--- src/ptk_pkg.sv ---
/*
  Constants shared by the periodic tick timer: register offsets, field positions,
  field widths and reset values.
  Assumes a 32-bit register port with byte addresses that are word aligned.
*/
`default_nettype none

package ptk_pkg;

  // ****************************************************************
  // Widths
  // ****************************************************************
  localparam int unsigned PTK_ADDR_W = 8;   // Register port address width
  localparam int unsigned PTK_DATA_W = 32;  // Register port data width
  localparam int unsigned PTK_CNT_W  = 24;  // Live count and wrap start width

  // ****************************************************************
  // Register offsets (byte addresses)
  // ****************************************************************
  localparam logic [PTK_ADDR_W-1:0] PTK_OFS_CTRL = 8'h00;  // Control and status
  localparam logic [PTK_ADDR_W-1:0] PTK_OFS_WRAP = 8'h04;  // wrap_start_value
  localparam logic [PTK_ADDR_W-1:0] PTK_OFS_LIVE = 8'h08;  // live_countdown

  // ****************************************************************
  // Control and status field positions
  // ****************************************************************
  localparam int unsigned PTK_BIT_ENABLE = 0;   // Counter runs while set
  localparam int unsigned PTK_BIT_TICKEN = 1;   // tick_irq_enable
  localparam int unsigned PTK_BIT_CLKSRC = 2;   // Clock source select, core clock only
  localparam int unsigned PTK_BIT_ZFLAG  = 16;  // zero_reached_flag

  // ****************************************************************
  // Reset and special values
  // ****************************************************************
  localparam logic [PTK_CNT_W-1:0]  PTK_CNT_ZERO  = 24'h000000;  // Live count at reset
  localparam logic [PTK_CNT_W-1:0]  PTK_CNT_ONE   = 24'h000001;  // Step that fires a tick
  localparam logic [PTK_CNT_W-1:0]  PTK_WRAP_RST  = 24'h000000;  // Wrap start at reset
  localparam logic [PTK_DATA_W-1:0] PTK_WORD_ZERO = 32'h00000000;  // Unmapped read value

endpackage : ptk_pkg

`default_nettype wire

--- src/ptk_rst_sync.sv ---
/*
  Reset release synchroniser for the periodic tick timer.
  Assumes nrst may drop at any time; release is aligned to clock.
*/
`timescale 1ns/10ps
`default_nettype none

module ptk_rst_sync (
  // Clock and raw reset
  input  wire logic clock,
  input  wire logic nrst,
  // Synchronised reset, active low
  output var  logic rst_n
);

  logic stage1_n;  // First stage, read only by the second

  // Assert at once, release after two edges so no flop sees a runt release
  always_ff @(posedge clock or negedge nrst) begin
    if (!nrst) begin
      stage1_n <= 1'b0;
      rst_n    <= 1'b0;
    end else begin
      stage1_n <= 1'b1;
      rst_n    <= stage1_n;
    end
  end

endmodule // ptk_rst_sync

`default_nettype wire

--- src/ptk_timer.sv ---
/*
  Periodic tick timer: 24-bit down counter with wrap start value, live count,
  sticky zero flag and a tick pend pulse toward the interrupt controller.
  Assumes a single core clock, a plain register port with read data one cycle
  after the read strobe, and a core halt level from logic on the same clock.
*/
// Our own choices: the address-and-strobe port and the register offsets.
`timescale 1ns/10ps
`default_nettype none

module ptk_timer
  import ptk_pkg::*;
(
  // Clock and reset
  input  wire logic                         clock,
  input  wire logic                         nrst,
  // Register port
  input  wire logic [ptk_pkg::PTK_ADDR_W-1:0] addr,
  input  wire logic [ptk_pkg::PTK_DATA_W-1:0] wr_data,
  input  wire logic                         wr_en,
  input  wire logic                         rd_en,
  output var  logic [ptk_pkg::PTK_DATA_W-1:0] rd_data,
  // Core status
  input  wire logic                         core_halted,
  // Tick toward the interrupt controller
  output var  logic                         tick_pend
);

  import ptk_pkg::*;

  // ****************************************************************
  // Reset release
  // ****************************************************************
  logic rst_n;  // Synchronised reset used by all state below

  ptk_rst_sync u_rst_sync (
    .clock (clock),
    .nrst  (nrst),
    .rst_n (rst_n)
  );

  // ****************************************************************
  // Address decode
  // ****************************************************************
  logic wr_ctrl;  // Write to control and status
  logic wr_wrap;  // Write to wrap start
  logic wr_live;  // Write to live count
  logic rd_ctrl;  // Read of control and status

  // Decoded strobes; no calibration offset exists, so it reads as unmapped
  assign wr_ctrl = wr_en && (addr == PTK_OFS_CTRL);
  assign wr_wrap = wr_en && (addr == PTK_OFS_WRAP);
  assign wr_live = wr_en && (addr == PTK_OFS_LIVE);
  assign rd_ctrl = rd_en && (addr == PTK_OFS_CTRL);

  // ****************************************************************
  // Control bits and wrap start
  // ****************************************************************
  logic                 ctrl_enable;       // Counter runs while set
  logic                 tick_irq_enable;   // Pend a tick at each step from one to zero
  logic                 ctrl_clksrc;       // Stored only; the core clock is the source
  logic [PTK_CNT_W-1:0] wrap_start;        // Value loaded at each zero
  logic                 next_ctrl_enable;  // Next enable
  logic                 next_tick_irq_enable;  // Next tick enable
  logic                 next_ctrl_clksrc;  // Next clock source bit
  logic [PTK_CNT_W-1:0] next_wrap_start;   // Next wrap start

  // Next values of the software fields
  always_comb begin
    next_ctrl_enable     = ctrl_enable;
    next_tick_irq_enable = tick_irq_enable;
    next_ctrl_clksrc     = ctrl_clksrc;
    next_wrap_start      = wrap_start;
    // Control write: only the three writable bits, the flag is not writable
    if (wr_ctrl) begin
      next_ctrl_enable     = wr_data[PTK_BIT_ENABLE];
      next_tick_irq_enable = wr_data[PTK_BIT_TICKEN];
      next_ctrl_clksrc     = wr_data[PTK_BIT_CLKSRC];
    end
    // Wrap write: upper reserved bits are dropped
    if (wr_wrap) begin
      next_wrap_start = wr_data[PTK_CNT_W-1:0];
    end
  end

  // Register the software fields
  always_ff @(posedge clock or negedge rst_n) begin
    if (!rst_n) begin
      ctrl_enable     <= 1'b0;
      tick_irq_enable <= 1'b0;
      ctrl_clksrc     <= 1'b0;
      wrap_start      <= PTK_WRAP_RST;
    end else begin
      ctrl_enable     <= next_ctrl_enable;
      tick_irq_enable <= next_tick_irq_enable;
      ctrl_clksrc     <= next_ctrl_clksrc;
      wrap_start      <= next_wrap_start;
    end
  end

  // ****************************************************************
  // Down counter, zero flag and tick
  // ****************************************************************
  logic [PTK_CNT_W-1:0] live_count;       // Live countdown value
  logic                 zero_reached_flag;  // Sticky zero flag
  logic [PTK_CNT_W-1:0] next_live_count;  // Next live count
  logic                 next_zero_reached_flag;  // Next zero flag
  logic                 next_tick_pend;   // Next tick pulse
  logic                 run;              // Counter advances this cycle
  logic                 hit;              // Step from one to zero this cycle

  // A halted core freezes the count so a debugger sees a steady value
  assign run = ctrl_enable && !core_halted;
  // Only the step from one fires; a zero wrap start never reaches one
  assign hit = run && (live_count == PTK_CNT_ONE);

  // Next count, flag and tick
  always_comb begin
    next_live_count        = live_count;
    next_zero_reached_flag = zero_reached_flag;
    next_tick_pend         = 1'b0;
    // Advance: reload at zero, otherwise step down
    if (run) begin
      if (live_count == PTK_CNT_ZERO) begin
        next_live_count = wrap_start;
      end else begin
        next_live_count = live_count - PTK_CNT_ONE;
      end
    end
    // Live count write clears count and flag whatever the data
    if (wr_live) begin
      next_live_count        = PTK_CNT_ZERO;
      next_zero_reached_flag = 1'b0;
    end
    // Reading the status consumes the flag
    if (rd_ctrl) begin
      next_zero_reached_flag = 1'b0;
    end
    // A zero arriving with a clear wins, so no event is ever lost
    if (hit) begin
      next_zero_reached_flag = 1'b1;
      next_tick_pend         = tick_irq_enable;
    end
  end

  // Register count, flag and tick
  always_ff @(posedge clock or negedge rst_n) begin
    if (!rst_n) begin
      live_count        <= PTK_CNT_ZERO;
      zero_reached_flag <= 1'b0;
      tick_pend         <= 1'b0;
    end else begin
      live_count        <= next_live_count;
      zero_reached_flag <= next_zero_reached_flag;
      tick_pend         <= next_tick_pend;
    end
  end

  // ****************************************************************
  // Read data
  // ****************************************************************
  logic [PTK_DATA_W-1:0] next_rd_data;  // Next read word

  // Read mux; reserved and unmapped bits read as zero
  always_comb begin
    next_rd_data = PTK_WORD_ZERO;
    if (rd_en) begin
      unique case (addr)
        PTK_OFS_CTRL: begin
          next_rd_data[PTK_BIT_ENABLE] = ctrl_enable;
          next_rd_data[PTK_BIT_TICKEN] = tick_irq_enable;
          next_rd_data[PTK_BIT_CLKSRC] = ctrl_clksrc;
          next_rd_data[PTK_BIT_ZFLAG]  = zero_reached_flag;
        end
        PTK_OFS_WRAP: begin
          next_rd_data[PTK_CNT_W-1:0] = wrap_start;
        end
        PTK_OFS_LIVE: begin
          next_rd_data[PTK_CNT_W-1:0] = live_count;
        end
        default: begin
          next_rd_data = PTK_WORD_ZERO;
        end
      endcase
    end
  end

  // Read data stands for one cycle only, zero otherwise
  always_ff @(posedge clock or negedge rst_n) begin
    if (!rst_n) begin
      rd_data <= PTK_WORD_ZERO;
    end else begin
      rd_data <= next_rd_data;
    end
  end
endmodule // ptk_timer

`default_nettype wire

--- config.mk ---
export PLATFORM = sky130hd
export DESIGN_NAME = ptk_timer
export DESIGN_NICKNAME = d
export VERILOG_FILES = /design/src/ptk_pkg.sv /design/src/ptk_rst_sync.sv /design/src/ptk_timer.sv
export SDC_FILE = /design/constraint.sdc
export NUM_CORES = 1
export LEC_CHECK = 0
export ABC_AREA = 1
export CAP_MARGIN = 30
export CORE_MARGIN = 2
export CORE_UTILIZATION = 64
export DETAILED_ROUTE_END_ITERATION = 8
export DONT_BUFFER_PORTS = 1
export GPL_TIMING_DRIVEN = 1
export PLACE_DENSITY = 0.8
export SETUP_SLACK_MARGIN = 0.05
export SLEW_MARGIN = 15
export SYNTH_ARGS = -nofsm -noshare
export SYNTH_HDL_FRONTEND = slang
export SYNTH_SLANG_ARGS = --single-unit
export TNS_END_PERCENT = 50
--- constraint.sdc ---
create_clock -name clock -period 2.9 [get_ports clock]
set_input_delay 0.145 -clock clock [delete_from_list [all_inputs] [get_ports clock]]
set_output_delay 0.145 -clock clock [all_outputs]
set_load 0.01 [all_outputs]
==> results by group, run 1 <==
Outcome
  – Outcome: finished with violations
  – Failing checks: DRC

Final layout
  – Area growth, synth to finish: 11.58%
  – Layout fillers: 491
  – Share of cells above drive strength 1: between 6 and 7%
  – Number of nets in the layout: 661
  – Antenna diode count: 0
  – Final Cell Area: 4776 µm²
  – Seq. cell area: approximately 2000 µm²
  – Multi-input logic area: 1992 µm²

Critical path
  – Top fanout value on the critical path: 34
  – Worst Setup Path Type: flop to flop
  – R2R depth: 10
  – Worst EP required: 3.14 ns
  – Top cell family by delay on the critical path: simple AND/OR/NAND/NOR gates
  – Crit end category: flop
  – Crit-path cells: inv_1 -> ha_1 -> nand2_1 -> nor2_1 -> nand3_2 -> buf_12 -> nor2_1 -> nor2_1 -> nand2_1 -> nand2_1
  – CP arrival: 2.33 ns
  – Setup crit start kind: flop
  – Crit path depth: 10
  – Max incr delay on CP: 0.41 ns
  – WP buf/inv: 2
  – Critical-path top delay cell: dfrtp_1

Route
  – Average wire per cell in the routed design: 15.35 µm
  – TritonRoute pass-1 iters: 9
  – DRC marker count from the first detailed-route iteration: 317
  – Remaining antenna violation count: 0
  – Detailed-route DRC error count: 3
  – Final WL: 10670 µm
  – Total number of vias: 3930
  – Vias/cell: 5.655

CTS
  – Clock transition at path regs: 0.08 ns
  – Post-CTS sizing: 0
  – CTS tree: built
  – Worst-skew pair later-pin latency: 0.35 ns
  – Root buf cell: clkbuf_8
  – Clock buffer depth: 2
  – H-tree levels: 3
  – Clock sink count: around 80
  – Setup repair bufs after CTS: 0
  – CTS Buf Count: 9

Power
  – Leak: 2.532 nW
  – Combinational share of power: 42.2%
  – Sequential fraction of design power: approximately 37%
  – VDD IR-drop max: 0.4250 mV
  – Switching power: 1.740 mW
  – Cell-internal power: 2.269 mW
  – Power Density: 839.4 nW/µm²
  – Clock network power share: 20.8%
  – Switching share of power: 43.40%

Timing
  – Sum Neg Setup Slack: 0 ns
  – Slew headroom: between 40% and 50%
  – RSZ-0062 raised after global routing: false
  – Final setup violation count: 0
  – Hold Vio Cnt, Final: 0
  – Final hold slack: between 0.015 and 0.02 ns
  – Setup WS post-layout: 0.8063 ns
  – Period utilization: 72.20%
  – Post-layout min period: approximately 2.1 ns
  – Worst clock skew: 0.01393 ns
  – Fmax: around 480 MHz
  – Worst slew pin tran: 0.8107 ns
  – Slew Viols, Final: 0

Floorplanning
  – Die area: roughly 7400 µm²
  – Core outline area: about 6400 µm²
  – Die Y: ~86 µm
  – Row Count: 29
  – Top Ports: 78
  – Die W: 85.78 µm
  – Starting density of the core: between 60% and 70%

Placement
  – Worst slack, placed: 0.9321 ns
  – DP HPWL: 6664 µm
  – Dpl cell area: 4277 µm²
  – Port Buffers: 0
  – Gpl congestion: 0.9097

Worst hold path
  – Tightest Hold Check Type: input port to async pin

Logic synthesis
  – Count of cell types in the netlist: 27
  – Seq/Total Area, Yosys: 46.19%
  – Post-synthesis cell area: 4280 µm²
  – Syn Inst Count: 591
  – Syn_area_per_cell: 7.243 µm²
  – Ys Warns: 0
  – Yosys reg bits: 79

GRT
  – First-pass GRT wire length: 17680 µm
  – Initial antenna violation count: 0
  – Total grt overflow: 0
  – Gr usage total: 31.05%
  – Largest net degree at the start of global routing: 78
  – Vias in the first global route: 3731

Job
  – # Max-Cap Violations: 0
## metrics by stage
| stage | cells | utilization [%] | power [mW] |
|---|---|---|---|
| 2_1_floorplan | 598 | - | 2.792 |
| 3_3_place_gp | 649 | 66.41 | 3.062 |
| 3_5_place_dp | 650 | 66.59 | 3.125 |
| 4_1_cts | 693 | 73.93 | 3.987 |
| 5_1_grt | 695 | 74.36 | 4.338 |
| 6_report | 695 | 74.36 | 4.009 |
## logic make-up after synthesis
family / synth area share (%)
xor gates and xnor gates: 0.6140
DFF: 46.19
other: 0.1755
AOI/OAI and AO/OA: 6.519
and+or+nand+nor: 37.74
adders and majority gates: 0.8770
buffers and inverters: 7.892
## final timing paths
path | startpoint | end | slack (ns)
worst max-delay path | live_count[0]$_DFFE_PN0P_ | live_count[19]$_DFFE_PN0P_ | 0.81
worst min-delay path | nrst | u_rst_sync.rst_n$_DFF_PN0_ | 0.02
worst max register to register | live_count[0]$_DFFE_PN0P_ | live_count[19]$_DFFE_PN0P_ | 0.81
worst min register to register | u_rst_sync.rst_n$_DFF_PN0_ | tick_irq_enable$_DFFE_PN0P_ | 0.30
max in group asynchronous | u_rst_sync.rst_n$_DFF_PN0_ | rd_data[10]$_DFF_PN0_ | 2.00
min in group clock | addr[3] | ctrl_enable$_DFFE_PN0P_ | 0.02
## worst reg2reg max path: stages (launching register included)
cell and delay [ns]:
dfrtp_1 0.41, inv_1 0.21, ha_1 0.18, nand2_1 0.05, nor2_1 0.13, nand3_2 0.32, buf_12 0.30, nor2_1 0.17
nor2_1 0.06, nand2_1 0.08, nand2_1 0.05
## sequential cells by signal, indices dropped and copies added, names as in the netlist
name and cells:
live_count 24, rd_data 24, wrap_start 24, ctrl_clksrc 1, ctrl_enable 1, tick_irq_enable 1, tick_pend 1, u_rst_sync.rst_n 1
u_rst_sync.stage1_n 1, zero_reached_flag 1
## per-layer routing
layer  part of all wire, %  global-route usage [%]  vias to the layer above
met5                     0                       0                        -
met4                   2.2                   9.524                        0
met3                   7.3                   7.796                       23
met2                    48                   50.00                      160
met1                    43                   41.77                     1851
li1                      -                       -                     1896
## Yosys cell counts, drive strengths merged
library cell  number  share of area [%]
a21oi             23                2.8
buf               23                3.9
clkbuf             9               0.79
conb               2               0.18
dfrtp             79                 46
ha                 3               0.88
inv               37                3.2
nand2            213                 19
nand3             58                6.9
nand3b             7                1.2
nand4              8                1.2
nor2              94                9.2
nor3               2               0.35
o211ai             4               0.70
o21ai             26                3.0
xnor2              2               0.41
xor2               1               0.20
## cells in the final DEF, fill, tap and decap left out, types with 2 or more instances in the layout
cell           netlist  routed
nand3b_1             7       7
nor2_2               5       5
clkbuf_1             9       2
nand3_1             57      57
conb_1               2       9
inv_1               36      36
buf_12               0       2
clkbuf_8             0      11
buf_4               13       6
ha_1                 3       3
nand4_1              8       8
xnor2_1              2       2
o211ai_1             4       4
nor2_4               4       4
o21ai_0             26      26
dlygate4sd3_1        0      27
nand2_2              3       3
nand2_1            210     210
a21oi_1             22      22
nor2_1              85      85
dfrtp_1             79      78
## final cells by class
| cell class | count | area share, % |
|---|---|---|
| Clock buffer | 13 | 3.327 |
| Clock inverter | 3 | 0.8908 |
| Inverter | 37 | 2.908 |
| Multi-Input combinational cell | 450 | 41.71 |
| Sequential cell | 79 | 41.47 |
| Tap cell | 77 | 2.017 |
| Timing Repair Buffer | 36 | 7.676 |
## what timing repair did
action	in CTS	in global routing
endpoints found under the setup margin	0	0
endpoints found under the hold margin	33	0
hold buffers	27	0
## power groups by stage
stage | combinational, mW | sequential (mW) | clock, mW
detailed placement | 1.62 | 1.51 | 0
floorplan | 1.36 | 1.44 | 0
finish | 1.69 | 1.48 | 0.835
global placement | 1.57 | 1.50 | 0
global route | 1.95 | 1.51 | 0.880
CTS | 1.66 | 1.49 | 0.837
Note: power is estimated with default switching activity, not from simulation.
==> inputs of run 2 (changes only) <==
Clock period 2.9 ns to 2 ns, I/O delays scaled along.
==> results by group, run 2 (synthesis gave the netlist of run 1 again) <==
Outcome
  – Outcome: finished with violations
  – Failing checks: DRC

Floorplanning
  – Top Ports: 78 (unchanged)
  – Row Count: 29 (unchanged)
  – Core outline area: 6422 µm² (unchanged)
  – Die Y: 85.78 µm (unchanged)
  – Die area: 7358 µm² (unchanged)
  – Die W: 85.78 µm (unchanged)
  – Starting density of the core: 66.65% (unchanged)

CTS
  – CTS Buf Count: 9 (unchanged)
  – Worst-skew pair later-pin latency: 0.36 ns (about the same)
  – Setup repair bufs after CTS: 0 (unchanged)
  – Clock buffer depth: 2 (unchanged)
  – Clock sink count: 79 (unchanged)
  – Root buf cell: clkbuf_8
  – Post-CTS sizing: 0 (unchanged)
  – CTS tree: built
  – Clock transition at path regs: 0.08 ns (about the same)
  – H-tree levels: 3 (unchanged)

Timing
  – Hold Vio Cnt, Final: 0 (unchanged)
  – RSZ-0062 raised after global routing: false
  – Worst clock skew: 0.01101 ns (-0.002917 ns)
  – Sum Neg Setup Slack: 0 ns (unchanged)
  – Worst slew pin tran: 0.7902 ns (-0.02051 ns)
  – Period utilization: 88.91% (+17 points)
  – Setup WS post-layout: 0.2217 ns (-0.5845 ns)
  – Final setup violation count: 0 (unchanged)
  – Slew Viols, Final: 0 (unchanged)
  – Post-layout min period: 1.778 ns (-0.3155 ns)
  – Fmax: 562.3 MHz (+18%)
  – Slew headroom: 47.27% (+1.4 points)

Route
  – WL met1: 4478 µm (-2.1%)
  – Vias/cell: 5.563 (-1.6%)
  – TritonRoute pass-1 iters: 7 (-2)
  – Top layer in use: met4
  – Average wire per cell in the routed design: 14.97 µm (-2.5%)
  – Routed wl met3: 739 µm (-5.1%)
  – Detailed-route DRC error count: 2 (-1)
  – Remaining antenna violation count: 0 (unchanged)
  – Total number of vias: 3916 (-0.36%)
  – Final WL: 10540 µm (-1.2%)
  – DRC marker count from the first detailed-route iteration: 300 (-5.4%)
  – DR WL met2: 5091 µm (+0.24%)

Critical path
  – Most used cell, CP: nand2_1
  – R2R depth: 9 (-1)
  – Worst EP required: 2.24 ns (-0.90 ns)
  – Crit. Startpoint: live_count[0]$_DFFE_PN0P_
  – RR Startpoint: live_count[0]$_DFFE_PN0P_
  – Crit end category: flop
  – CP arrival: 2.02 ns (-0.31 ns)
  – Max incr delay on CP: 0.41 ns (about the same)
  – Critical-path top delay cell: dfrtp_1
  – Setup crit start kind: flop
  – Top fanout value on the critical path: 9 (-74%)
  – Worst Setup Path Type: flop to flop
  – Crit-path cells: inv_1 -> ha_1 -> nand2_1 -> nor2_4 -> nand3_1 -> nand2_1 -> nand3_1 -> nand2_1 -> nand2_1

Power
  – Power Density: 1227 nW/µm² (+46%)
  – VDD IR-drop max: 0.6052 mV (+42%)
  – Leak: 2.575 nW (+1.7%)

Job
  – # Max-Cap Violations: 0 (unchanged)

GRT
  – Vias in the first global route: 3840 (+2.9%)
  – First-pass GRT wire length: 17840 µm (+0.90%)
  – Gr usage total: 31.12% (+0.068 points)
  – Largest net degree at the start of global routing: 43 (-45%)
  – Initial antenna violation count: 0 (unchanged)
  – Total grt overflow: 0 (unchanged)

Worst hold path
  – Worst Hold Depth: 5
  – Tightest Hold Check Type: input port to flop
  – Hold path start: addr[1]

Final layout
  – Share of cells above drive strength 1: 7.337% (+0.86 points)
  – Most frequent cells in the layout: nand2_1, nor2_1, dfrtp_1
  – Post-layout util: 75.65% (+1.3 points)
  – Multi-input logic area: 1992 µm² (unchanged)
  – Antenna diode count: 0 (unchanged)
  – Number of nets in the layout: 670 (+1.4%)
  – Seq. cell area: 1981 µm² (unchanged)
  – Largest regs: live_count: 24 flops, rd_data: 24 flops, wrap_start: 24 flops
  – Commonest non-fill, non-tap cell in the layout: nand2_1
  – Area growth, synth to finish: 13.50%
  – Layout fillers: 487 (-0.81%)

Placement
  – Gpl congestion: 0.8943 (-1.7%)
  – DP HPWL: 6758 µm (+1.4%)
  – Worst slack, placed: 0.2531 ns (-0.6790 ns)
  – Port Buffers: 0 (unchanged)
## run 2: repair_timing
action / in CTS / in global routing
hold endpoints to repair: 34 / 0
endpoints found under the setup margin: 0 / 1
hold buffers: 31 / 0
## run 2: worst max-delay path, delay by kind of cell, from the launching register on
family	cells	cell delay, ns
DFF	1	0.41
and+or+nand+nor	7	0.82
adders and majority gates	1	0.23
buffers and inverters	1	0.20
## run 2: routing by layer
metal  vias up  global-route usage, %
met4         0                  11.54
met1      1816                  39.25
li1       1921                      -
met2       159                  51.99
met3        20                  7.892
met5         -                      0
## run 2: worst paths after layout
kind                            slack (ns)                         end
worst max-delay path                  0.22  live_count[10]$_DFFE_PN0P_
worst min-delay path                  0.09     ctrl_enable$_DFFE_PN0P_
worst max register to register        0.22  live_count[10]$_DFFE_PN0P_
worst min register to register        0.29         tick_pend$_DFF_PN0_
max in group asynchronous             1.13  live_count[12]$_DFFE_PN0P_
min in group asynchronous             0.29         tick_pend$_DFF_PN0_
## run 2: area by class of cell
cell class / count / area share, %
Multi-Input combinational cell: 450 / 41.00
Sequential cell: 79 / 40.77
Timing Repair Buffer: 45 / 8.808
Clock buffer: 11 / 2.910
Inverter: 37 / 2.859
Tap cell: 77 / 1.983
Clock inverter: 5 / 1.674
## run 2: report_power, final
part / switching, mW / internal (mW)
sequential: 0.331 / 1.81
clock: 0.588 / 0.737
combinational: 1.60 / 0.898
## run 2: stage by stage
stage	cells	hold slack [ns]	instance area, µm²	power (mW)
finish	704	0.08567	4858	5.964
global route	704	0.1159	4858	6.459
CTS	704	0.05839	4858	5.964
detailed placement	657	-0.1956	4325	4.581
global placement	657	-0.1956	4325	4.505
floorplan	598	-0.1956	4308	4.048
==> inputs of run 3 (changes only) <==
Settings changed: REMOVE_ABC_BUFFERS from default to 1.
==> results by group, run 3 (synthesis gave the netlist of run 1 again) <==
Timing
  – Final setup violation count: 0 (unchanged)
  – Worst clock skew: 0.01119 ns (+0.0001737 ns)
  – Post-layout min period: 1.754 ns (-0.02410 ns)
  – Final hold slack: 0.003600 ns (-0.08207 ns)
  – RSZ-0062 raised after global routing: false
  – Slew headroom: 54.61% (+7.3 points)
  – Period utilization: 87.71% (-1.2 points)
  – Fmax: 570.1 MHz (+1.4%)
  – Sum Neg Setup Slack: 0 ns (unchanged)
  – Hold Vio Cnt, Final: 0 (unchanged)
  – Worst slew pin tran: 0.6792 ns (-0.1109 ns)
  – Slew Viols, Final: 0 (unchanged)

CTS
  – CTS Buf Count: 9 (unchanged)
  – Root buf cell: clkbuf_8
  – Worst-skew pair later-pin latency: 0.35 ns (about the same)
  – Clock sink count: 79 (unchanged)
  – Clock transition at path regs: 0.08 ns (about the same)
  – CTS tree: built
  – H-tree levels: 3 (unchanged)
  – Setup repair bufs after CTS: 0 (unchanged)
  – Clock buffer depth: 2 (unchanged)

Power
  – Cell-internal power: 3.310 mW (-4.0%)
  – Leak: 2.572 nW (about the same)
  – Clock network power share: 20.0% (-2.2 points)
  – Switching share of power: 43.49% (+1.3 points)
  – Power Density: 1212 nW/µm² (-1.2%)
  – Combinational share of power: 43.8% (+2.0 points)
  – Switching power: 2.548 mW (+1.3%)
  – Pwr Total: 5.857 mW (-1.8%)
  – VDD IR-drop max: 0.7369 mV (+22%)
  – Sequential fraction of design power: 36.2% (+0.2 points)

Critical path
  – Crit-path cells: inv_1 -> ha_1 -> nand2_1 -> nor2_1 -> nand3_2 -> buf_4 -> nand3_1 -> nand2_1 -> nand2_1
  – Crit end category: flop
  – Most used cell, CP: nand2_1
  – CP arrival: 2.00 ns (-0.02 ns)
  – Critical-path top delay cell: dfrtp_1
  – FF-to-FF setup slack: 0.25 ns (+0.02 ns)
  – FF-to-FF End: live_count[13]$_DFFE_PN0P_
  – Worst EP required: 2.25 ns (about the same)
  – R2R depth: 9 (unchanged)
  – Worst Setup Path Type: flop to flop
  – Top fanout value on the critical path: 34 (+25)
  – RR Startpoint: live_count[1]$_DFFE_PN0P_
  – Max incr delay on CP: 0.42 ns (about the same)
  – Setup crit start kind: flop

Placement
  – DP HPWL: 6863 µm (+1.6%)
  – Gpl congestion: 0.9289 (+3.9%)
  – Port Buffers: 0 (unchanged)
  – Dpl cell area: 4348 µm² (+0.52%)

Floorplanning
  – Die area: 7358 µm² (unchanged)
  – Row Count: 29 (unchanged)
  – Top Ports: 78 (unchanged)
  – Starting density of the core: 66.65% (unchanged)
  – Core outline area: 6422 µm² (unchanged)
  – Die W: 85.78 µm (unchanged)
  – Die Y: 85.78 µm (unchanged)

Final layout
  – Antenna diode count: 0 (unchanged)
  – Largest regs: live_count: 24 flops, rd_data: 24 flops, wrap_start: 24 flops
  – Area growth, synth to finish: 12.86%
  – Post-layout util: 75.22% (-0.43 points)
  – Share of cells above drive strength 1: 7.962% (+0.63 points)
  – Final Cell Area: 4831 µm² (-0.57%)
  – Number of nets in the layout: 671 (+0.15%)
  – Commonest non-fill, non-tap cell in the layout: nand2_1
  – Most frequent cells in the layout: nand2_1, nor2_1, dfrtp_1

Outcome
  – Outcome: finished with violations
  – Failing checks: DRC

Worst hold path
  – Hold path start: wr_en
  – Min-Delay Endpoint: zero_reached_flag$_DFFE_PN0P_
  – Tightest Hold Check Type: input port to flop
  – Worst Hold Depth: 3 (-2)

GRT
  – Total grt overflow: 0 (unchanged)
  – First-pass GRT wire length: 18310 µm (+2.6%)
  – Gr usage total: 31.92% (+0.79 points)
  – Largest net degree at the start of global routing: 43 (unchanged)
  – Vias in the first global route: 3757 (-2.2%)
  – Initial antenna violation count: 0 (unchanged)

Job
  – # Max-Cap Violations: 0 (unchanged)

Route
  – DRC marker count from the first detailed-route iteration: 371 (+24%)
  – TritonRoute pass-1 iters: 7 (unchanged)
  – Average wire per cell in the routed design: 15.46 µm (+3.3%)
  – Vias/cell: 5.614 (+0.93%)
  – Total number of vias: 3958 (+1.1%)
  – Final WL: 10900 µm (+3.4%)
  – Detailed-route DRC error count: 7 (+5)
  – Remaining antenna violation count: 0 (unchanged)
==> run 3: cell type report <==
cell class,instances,area (µm²)
Clock inverter,4,45.04
Clock buffer,12,145.1
Sequential cell,79,1981
Multi-Input combinational cell,450,1994
Timing Repair Buffer,46,430.4
Fill cell,511,1592
Tap cell,77,96.34
Inverter,37,138.9
==> run 3: stage by stage <==
stage | worst slack (ns) | instances
after floorplan | -0.3631 | 566
after global placement | 0.2837 | 660
after detailed placement | 0.2317 | 660
after CTS | 0.1803 | 705
after global routing | 0.06200 | 705
final | 0.2458 | 705
==> run 3: repair_timing <==
item / in CTS / in global routing
gates resized for setup: 0 / 2
endpoints found under the setup margin: 0 / 5
hold buffers: 29 / 0
endpoints found under the hold margin: 33 / 0
==> run 3: worst max-delay path, delay by kind of cell (launching register included) <==
kind | cells | cell delay, ns
fa+ha+maj | 1 | 0.20
buf+inv | 2 | 0.46
flops | 1 | 0.42
simple gates | 6 | 0.54
==> run 3: power by group through the flow <==
stage | registers, mW | logic [mW] | clock network, mW
finish | 2.12 | 2.56 | 1.17
global route | 2.17 | 2.96 | 1.25
CTS | 2.11 | 2.53 | 1.19
detailed placement | 2.14 | 2.46 | 0
global placement | 2.13 | 2.41 | 0
floorplan | 2.08 | 1.87 | 0
==> run 3: how the worst max path moves through the flow <==
stage                     slack [ns]                          to  cells past startpoint                  startpoint
final                           0.25  live_count[13]$_DFFE_PN0P_                      9   live_count[1]$_DFFE_PN0P_
after CTS                       0.18  live_count[22]$_DFFE_PN0P_                      9   live_count[0]$_DFFE_PN0P_
after floorplan                -0.36     ctrl_clksrc$_DFFE_PN0P_                      0  u_rst_sync.rst_n$_DFF_PN0_
after global placement          0.28  live_count[18]$_DFFE_PN0P_                      9   live_count[0]$_DFFE_PN0P_
after detailed placement        0.23  live_count[22]$_DFFE_PN0P_                      9   live_count[0]$_DFFE_PN0P_
after global routing            0.06  live_count[10]$_DFFE_PN0P_                      9   live_count[1]$_DFFE_PN0P_
==> run 3: routing by layer <==
metal  wire (µm)  part of all wire (%)  global-route usage [%]
met1        4704                    43                   43.15
met2        5195                    48                   51.99
met3         811                   7.4                   6.641
met4         185                   1.7                   9.957
met5           0                     0                       0
